## src/hdl/rcc_pkg.sv

```systemverilog
// Constants for the clock-correction and backup-charge control block
package rcc_pkg;
  localparam int ADDR_W = 8;
  localparam int DATA_W = 8;
  localparam logic [7:0] REG_CTRL = 8'h00;
  localparam logic [7:0] REG_CORR = 8'h01;
  localparam logic [7:0] REG_COMP = 8'h18;
  localparam int CTRL_CAL_BIT = 2;
  localparam int COMP_FAST_BIT = 2;
  localparam int COMP_CHARGE_BIT = 3;
  localparam int COMP_FREQ_LO_BIT = 4;
  localparam int COMP_FREQ_HI_BIT = 5;
  localparam int COMP_ALSW_BIT = 6;
  localparam int CODE_W = 6;
  localparam int MAG_W = 5;
  localparam int SIGN_BIT = 5;
  localparam logic [5:0] CODE_RESET = 6'h00;
  localparam int OSC_HZ = 32768;
  localparam int CAL_HZ = 512;
  localparam int DIV_W = 15;
  // Divider bit toggling at a given rate: period in osc ticks is 2^(bit+1)
  localparam int TAP_512 = $clog2(OSC_HZ / CAL_HZ) - 1;
  localparam int TAP_1 = $clog2(OSC_HZ) - 1;
  localparam int TAP_4096 = $clog2(OSC_HZ / 4096) - 1;
  localparam int CORR_WINDOW_DEF = 230400;
  typedef enum logic [1:0] {RCC_F1, RCC_F512, RCC_F4096, RCC_F32768} rcc_freq_t;
endpackage

```

## src/hdl/rcc_top.sv

```systemverilog
// Calibration, output-pin selection and backup charger control
module rcc_top #(
  parameter int WINDOW_TICKS = rcc_pkg::CORR_WINDOW_DEF
) (
  // Clock and reset
  input wire logic clk_sys_in,
  input wire logic nrst_in,
  // Register access
  input wire logic reg_wr_in,
  input wire logic reg_rd_in,
  input wire logic [rcc_pkg::ADDR_W-1:0] reg_addr_in,
  input wire logic [rcc_pkg::DATA_W-1:0] reg_wdata_in,
  output logic [rcc_pkg::DATA_W-1:0] reg_rdata_out,
  // Nonvolatile store of the correction code
  input wire logic nv_restore_in,
  input wire logic [rcc_pkg::CODE_W-1:0] nv_code_in,
  output logic [rcc_pkg::CODE_W-1:0] nv_code_out,
  // Timebase
  input wire logic osc_clk_in,
  output logic corr_tick_out,
  // Alarm/wave pin
  input wire logic alarm_flag_enable_in,
  input wire logic alarm_active_in,
  output logic alarm_wave_out_pin_out,
  output logic alarm_wave_out_pin_oe_out,
  // Backup charger
  input wire logic backup_at_main_in,
  output logic backup_charge_on_out,
  output logic backup_fast_charge_out
);
  import rcc_pkg::*;

  logic cal_q;
  logic [CODE_W-1:0] code_q;
  logic charge_en_q;
  logic fast_q;
  logic alsw_q;
  rcc_freq_t freq_q;
  logic osc_prev_q;
  logic osc_lvl_q;
  logic [DIV_W-1:0] div_q;
  logic tick;
  logic wave_sel;
  logic corr_tick;

  function automatic logic hit(input logic [ADDR_W-1:0] a, input logic [ADDR_W-1:0] r);
    return a == r;
  endfunction

  // Control register
  always_ff @(posedge clk_sys_in or negedge nrst_in) begin
    if (!nrst_in) begin
      cal_q <= 1'b0;
    end else if (reg_wr_in && hit(reg_addr_in, REG_CTRL)) begin
      cal_q <= reg_wdata_in[CTRL_CAL_BIT];
    end
  end

  // Correction code; mirrored out for the nonvolatile store
  always_ff @(posedge clk_sys_in or negedge nrst_in) begin
    if (!nrst_in) begin
      code_q <= CODE_RESET;
    end else if (nv_restore_in) begin
      code_q <= nv_code_in;
    end else if (reg_wr_in && hit(reg_addr_in, REG_CORR) && cal_q) begin
      code_q <= reg_wdata_in[CODE_W-1:0];
    end
  end
  assign nv_code_out = code_q;

  // Companion control register
  always_ff @(posedge clk_sys_in or negedge nrst_in) begin
    if (!nrst_in) begin
      charge_en_q <= 1'b0;
      fast_q <= 1'b0;
      alsw_q <= 1'b0;
      freq_q <= RCC_F1;
    end else if (reg_wr_in && hit(reg_addr_in, REG_COMP)) begin
      charge_en_q <= reg_wdata_in[COMP_CHARGE_BIT];
      fast_q <= reg_wdata_in[COMP_FAST_BIT];
      alsw_q <= reg_wdata_in[COMP_ALSW_BIT];
      freq_q <= rcc_freq_t'(reg_wdata_in[COMP_FREQ_HI_BIT:COMP_FREQ_LO_BIT]);
    end
  end

  // Read port; unmapped addresses read zero
  always_ff @(posedge clk_sys_in or negedge nrst_in) begin
    if (!nrst_in) begin
      reg_rdata_out <= '0;
    end else if (reg_rd_in) begin
      reg_rdata_out <= '0;
      if (hit(reg_addr_in, REG_CTRL)) reg_rdata_out[CTRL_CAL_BIT] <= cal_q;
      if (hit(reg_addr_in, REG_CORR)) reg_rdata_out[CODE_W-1:0] <= code_q;
      if (hit(reg_addr_in, REG_COMP)) begin
        reg_rdata_out[COMP_CHARGE_BIT] <= charge_en_q;
        reg_rdata_out[COMP_FAST_BIT] <= fast_q;
        reg_rdata_out[COMP_ALSW_BIT] <= alsw_q;
        reg_rdata_out[COMP_FREQ_HI_BIT:COMP_FREQ_LO_BIT] <= freq_q;
      end
    end
  end

  // Uncorrected divider; all square waves but the 32768 Hz one tap here
  always_ff @(posedge clk_sys_in or negedge nrst_in) begin
    if (!nrst_in) begin
      // High in reset, so an oscillator already high at release is no tick
      osc_prev_q <= 1'b1;
      osc_lvl_q <= 1'b0;
      div_q <= '0;
    end else begin
      osc_prev_q <= osc_clk_in;
      osc_lvl_q <= osc_clk_in;
      if (tick) div_q <= div_q + 1'b1;
    end
  end
  assign tick = osc_clk_in && !osc_prev_q;

  always_comb begin
    case (freq_q)
      RCC_F1: wave_sel = div_q[TAP_1];
      RCC_F512: wave_sel = div_q[TAP_512];
      RCC_F4096: wave_sel = div_q[TAP_4096];
      RCC_F32768: wave_sel = osc_lvl_q;
      default: wave_sel = 1'b0;
    endcase
  end

  // Alarm level is driven low while active, as an interrupt line would be
  always_ff @(posedge clk_sys_in or negedge nrst_in) begin
    if (!nrst_in) begin
      alarm_wave_out_pin_out <= 1'b0;
      alarm_wave_out_pin_oe_out <= 1'b0;
    end else if (cal_q) begin
      alarm_wave_out_pin_out <= div_q[TAP_512];
      alarm_wave_out_pin_oe_out <= 1'b1;
    end else if (!alsw_q) begin
      alarm_wave_out_pin_out <= wave_sel;
      alarm_wave_out_pin_oe_out <= 1'b1;
    end else begin
      alarm_wave_out_pin_out <= !alarm_active_in;
      alarm_wave_out_pin_oe_out <= alarm_flag_enable_in;
    end
  end

  // Charger stops once the backup pin reaches the main supply
  always_ff @(posedge clk_sys_in or negedge nrst_in) begin
    if (!nrst_in) begin
      backup_charge_on_out <= 1'b0;
      backup_fast_charge_out <= 1'b0;
    end else begin
      backup_charge_on_out <= charge_en_q && !backup_at_main_in;
      backup_fast_charge_out <= charge_en_q && !backup_at_main_in && fast_q;
    end
  end

  // Correction acts on the tick, never on the pin taps
  rcc_corrector #(.WINDOW_TICKS(WINDOW_TICKS)) u_corr (
    .clk_sys_in(clk_sys_in),
    .nrst_in(nrst_in),
    .tick_in(tick),
    .code_in(code_q),
    .corr_tick_out(corr_tick)
  );
  assign corr_tick_out = corr_tick;
endmodule // rcc_top

```

## src/hdl/rcc_corrector.sv

```systemverilog
// Pulse adder/remover acting on the undivided oscillator tick
module rcc_corrector #(
  parameter int WINDOW_TICKS = rcc_pkg::CORR_WINDOW_DEF
) (
  // Clock and reset
  input wire logic clk_sys_in,
  input wire logic nrst_in,
  // Timebase
  input wire logic tick_in,
  input wire logic [rcc_pkg::CODE_W-1:0] code_in,
  output logic corr_tick_out
);
  import rcc_pkg::*;
  localparam int WIN_W = $clog2(WINDOW_TICKS);
  // Window must hold the largest magnitude, or corrections are cut short where done_q clears at the window end
  if (WINDOW_TICKS < 2 ** MAG_W) begin : g_window_check
    $error("WINDOW_TICKS below the largest correction magnitude");
  end
  logic [WIN_W-1:0] win_q;
  logic [MAG_W-1:0] done_q;
  logic extra_q;
  logic pending;
  logic sign;
  assign sign = code_in[SIGN_BIT];
  assign pending = done_q < code_in[MAG_W-1:0];

  always_ff @(posedge clk_sys_in or negedge nrst_in) begin
    if (!nrst_in) begin
      win_q <= '0;
      done_q <= '0;
    end else if (tick_in) begin
      if (win_q == WIN_W'(WINDOW_TICKS - 1)) begin
        win_q <= '0;
        done_q <= '0;
      end else begin
        win_q <= win_q + 1'b1;
        if (pending) done_q <= done_q + 1'b1;
      end
    end
  end

  // Ticks are at least two cycles apart, so the extra pulse never collides
  always_ff @(posedge clk_sys_in or negedge nrst_in) begin
    if (!nrst_in) begin
      corr_tick_out <= 1'b0;
      extra_q <= 1'b0;
    end else begin
      corr_tick_out <= (tick_in && !(pending && !sign)) || extra_q;
      extra_q <= tick_in && pending && sign;
    end
  end
endmodule // rcc_corrector

```

## config.mk

```make
export PLATFORM = sky130hd
export DESIGN_NAME = rcc_top
export DESIGN_NICKNAME = d
export VERILOG_FILES = /design/src/hdl/rcc_pkg.sv /design/src/hdl/rcc_top.sv /design/src/hdl/rcc_corrector.sv
export SDC_FILE = /design/constraint.sdc
export NUM_CORES = 1
export LEC_CHECK = 0
export ABC_AREA = 1
export ABC_CLOCK_PERIOD_IN_PS = 2500
export BUFFER_PORTS_ARGS = -buffer_cell sky130_fd_sc_hd__buf_2
export CORE_MARGIN = 4
export CORE_UTILIZATION = 30
export DETAILED_ROUTE_END_ITERATION = 7
export PLACE_DENSITY = 0.48
export SYNTH_ARGS = -nofsm -noshare
export SYNTH_HDL_FRONTEND = slang
export SYNTH_SLANG_ARGS = --single-unit
```

## constraint.sdc

```tcl
create_clock -name clk_sys_in -period 2.5 [get_ports clk_sys_in]
set_input_delay 0.375 -clock clk_sys_in [delete_from_list [all_inputs] [get_ports clk_sys_in]]
set_output_delay 0.375 -clock clk_sys_in [all_outputs]
set_load 0.005 [all_outputs]
```

==> summary.md <==
| Metric | Value |
|---|---|
| Net Count, Synth | 485 |
| Period utilization | 70.3% |
| Setup Total Neg Slack | 0 ns |
| Starting density of the core | 30.8% |
| Overall power | 3270 µW |
| Core Footprint | 11500 µm² |
| Fraction of the yosys area taken by sequential cells | around 46% |
| Layout cells sized above 1 | 18.8% |
| Global Route Usage Sum | 12.4% |
| Worst VDD drop | 0.338 mV |
| Worst EP arrival | 2.03 ns |
| Slowest cell on the critical path | dfrtp_1 |
| CTS Hold Buffers Added | 0 |
| Post-Route WL | 8.00 mm |
| Crit. Startpoint | nv_code_out[4] |
| Pin count of the biggest net entering global routing | just over 40 |
| Iter 0 DRT Violations | 184 |
| Cell variety after synth | 33 |
| Tmin final | 1.76 ns |
| Via-to-Cell Ratio | between 4 and 5 |
| Skew-Pair Late Insertion Delay | 0.33 ns |
| P per Cell Area | 766 nW/µm² |
| Reg-to-reg startpoint | nv_code_out[4] |
| Worst EP required | 2.77 ns |
| Crit. End Element | flip-flop |
| Met2 WL post-DR | approximately 3.6 mm |
| Cell count along the critical path | 11 |
| Final setup viols | 0 |
| Crit-path leading delay family | simple AND/OR/NAND/NOR gates |
| FF-to-FF End | u_corr.done_q[1] |
| Residual DRC | 0 |
| Vias in the first global route | 2754 |
| Cell-by-cell trace of the critical path | inv_1, ha_1, nand2_1, inv_1, nand2_1, nand2_1, nor2_1, nand2_1, inv_1, nand3_1, nand2_1 |
| Top-level port count | 50 |
| CTS buffer count | 9 |
| Antenna Violating Nets Remaining | 0 |
| Worst path max stage delay | 0.40 ns |
| Endpoints failing hold | 0 |
| Number of H-tree levels | 3 |
| Clk network pwr share | 40.9% |
| Cells after DPL | roughly 630 |
| Setup Skew | 0.0103 ns |
| Depth of the worst register-to-register path | 11 |
| ANT cells | 0 |
| Total die area | 13600 µm² |
| Worst-path clk slew | around 0.060 ns |
| Int Power | 2330 µW |
| Wire length of the first global-routing pass | 13.2 mm |
| Status | finished clean |
| Syn Area/Cell | 7.93 µm² |
| CTS max path bufs | 2 |
| Slew @ Worst Pin | 0.629 ns |
| Synth warn | 0 |
| Switch Pwr | between 900 and 1000 µW |
| Sequential fraction of design power | 42.0% |
| Synth area leaders | dfrtp_1, nand2_1, nand3_1 |
| Fraction of power spent switching nets | 28.6% |
| Unrepaired setup endpoints after global routing | false |
| Port Buffers | 47 |
| Post-synth top area share | 45.2% |
| Detailed placement HPWL | between 5 and 6 mm |
| Max-slew violation count | 0 |
| Critical path peak fanout | 7 |
| Critical path class | flip-flop to flip-flop |
| CP Launch Type | flip-flop |
| Cell leakage power | 0.00226 µW |
| Die Y | 117 µm |
| Crit path buf inv count | 3 |
| Post-CTS Setup Inserts | 0 |
| Root Buffer | clkbuf_16 |
| Hold crit path type | input port to async pin |
| Final core utilization | ~37% |
| Standard-cell rows | 39 |
| Max Cap Viol | 0 |
| Post-Syn Area | 3550 µm² |
| Comb power frac | 17.1% |
| DR pass1 iterations | 4 |
| Vias | 2941 |
| Finished Layout Cells | between 600 and 700 |
| Top Metal Used | met4 |
| Reg2reg setup slack | between 0.7 and 0.8 ns |
| Fill cells | 1213 |
| Layout Area Growth over Synthesis | 20.2% |
| Metal3 WL | about 420 µm |
| Largest area contributor in the netlist | dfrtp_1 |
| Die width | 117 µm |
| Synth Register Bits | 65 |
| DRT met1 WL | 3.90 mm |
| Multi-input gate area | 1660 µm² |
| Max Clock Freq | 569 MHz |
| Cells after synthesis | 447 |
| Critical path endpoint | u_corr.done_q[1] |
| Fin Hold WS | 0.0635 ns |
| CTS tree | done |
| Global placer's final weighted congestion | 0.787 |
| Total clock sinks | 65 |
| Rel. slew slack | between 50% and 60% |
| Post-CTS Resized | 0 |
| Antenna violations before repair | 0 |
| CP dominant cell by count | nand2_1 |
| Routed WL per cell | between 10 and 15 µm |
| GRT overflow | 0 |
| FF/Latch Area | 1630 µm² |
| Final #Nets | 538 |
==> worst reg2reg max path, cell delays in order, from the launching register on <==
cell     delay, ns
dfrtp_1       0.40
inv_1         0.07
ha_1          0.30
nand2_1       0.11
inv_1         0.05
nand2_1       0.07
nand2_1       0.05
nor2_1        0.21
nand2_1       0.19
inv_1         0.12
nand3_1       0.07
nand2_1       0.06
==> power groups by stage <==
stage	logic, µW	registers, µW	clock network [µW]
after floorplan	403	1350	0
after global placement	550	1380	0
after detailed placement	565	1390	0
after CTS	567	1370	1370
after global routing	654	1390	1420
final	558	1370	1340
==> flip-flops by register name (all words and copies together) (netlist names), 2 cells and up <==
name / count
nv_code_out: 6
u_corr.win_q: 18
div_q: 15
reg_rdata_out: 7
u_corr.done_q: 5
freq_q: 2
==> area by class of cell <==
type	instances	share of cell area, %
clock buffers	12	5.78
well taps	143	4.20
clock inverters	3	1.53
inverters	60	5.28
repair buffers	49	6.17
multi-input cells	315	38.8
flip-flops and latches	65	38.2
==> stage by stage <==
| step | instance area, µm² | setup slack, ns |
|---|---|---|
| detailed placement | 3950 | 0.777 |
| global route | 4260 | 0.569 |
| CTS | 4260 | 0.769 |
| finish | 4260 | 0.742 |
| global placement | 3950 | 0.799 |
| floorplan | 3550 | 0.975 |
==> per-layer routing <==
layer  vias up  track usage [%]
met4         0             4.59
met5         -                0
met1      1350             16.5
li1       1514                -
met3        10             3.01
met2        67             19.5
==> Yosys cell counts <==
library cell and instances:
buf_4 2, dfrtp_1 64, nor2_4 4, inv_2 7, inv_1 53, nand2_4 2, ha_1 7, buf_2 3
nor2_8 1, xnor2_1 10, and3_1 1, o21ai_0 13, nand2_1 124, a31oi_1 3, nor2_1 42, nand3b_1 1
nor3_2 2, nand2_2 5, a21oi_1 6, nor3_4 1, conb_1 1, nor3_1 6, nand3b_4 1, xor2_1 14
clkbuf_1 2, nand4_1 5, o31ai_1 3, o21a_1 1, nand4_4 1, nand3_1 46, dfstp_2 1, nor2_2 8
o21ai_1 7
==> how the worst min path moves through the flow <==
stage	end	startpoint
2_1_floorplan	alarm_wave_out_pin_oe_out	nrst_in
3_3_place_gp	u_corr.corr_tick_out	u_corr.extra_q
3_5_place_dp	reg_rdata_out[3]	nrst_in
4_1_cts	backup_fast_charge_out	nrst_in
5_1_grt	backup_charge_on_out	nrst_in
6_report	backup_fast_charge_out	nrst_in
==> logic make-up after synthesis <==
group | count (synthesis) | synth area share (%)
AO/OA/AOI/OAI | 33 | 5.05
XOR/XNOR | 24 | 5.93
buffers and inverters | 67 | 7.41
other | 1 | 0.106
AND/OR/NAND/NOR | 250 | 33.1
flip-flops | 65 | 45.9
adder cells (fa/ha/maj) | 7 | 2.47
==> cell usage in the layout, fill, tap and decap left out, types with 3 or more instances in the layout <==
| master | n |
|---|---|
| a21oi_1 | 6 |
| a31oi_1 | 3 |
| buf_2 | 47 |
| clkbuf_16 | 9 |
| dfrtp_1 | 64 |
| ha_1 | 7 |
| inv_1 | 53 |
| inv_2 | 7 |
| nand2_1 | 124 |
| nand2_2 | 5 |
| nand3_1 | 46 |
| nand4_1 | 5 |
| nor2_1 | 42 |
| nor2_2 | 8 |
| nor2_4 | 4 |
| nor3_1 | 6 |
| o21ai_0 | 13 |
| o21ai_1 | 7 |
| o31ai_1 | 3 |
| xnor2_1 | 10 |
| xor2_1 | 14 |
(Power assumes the default switching activity.)
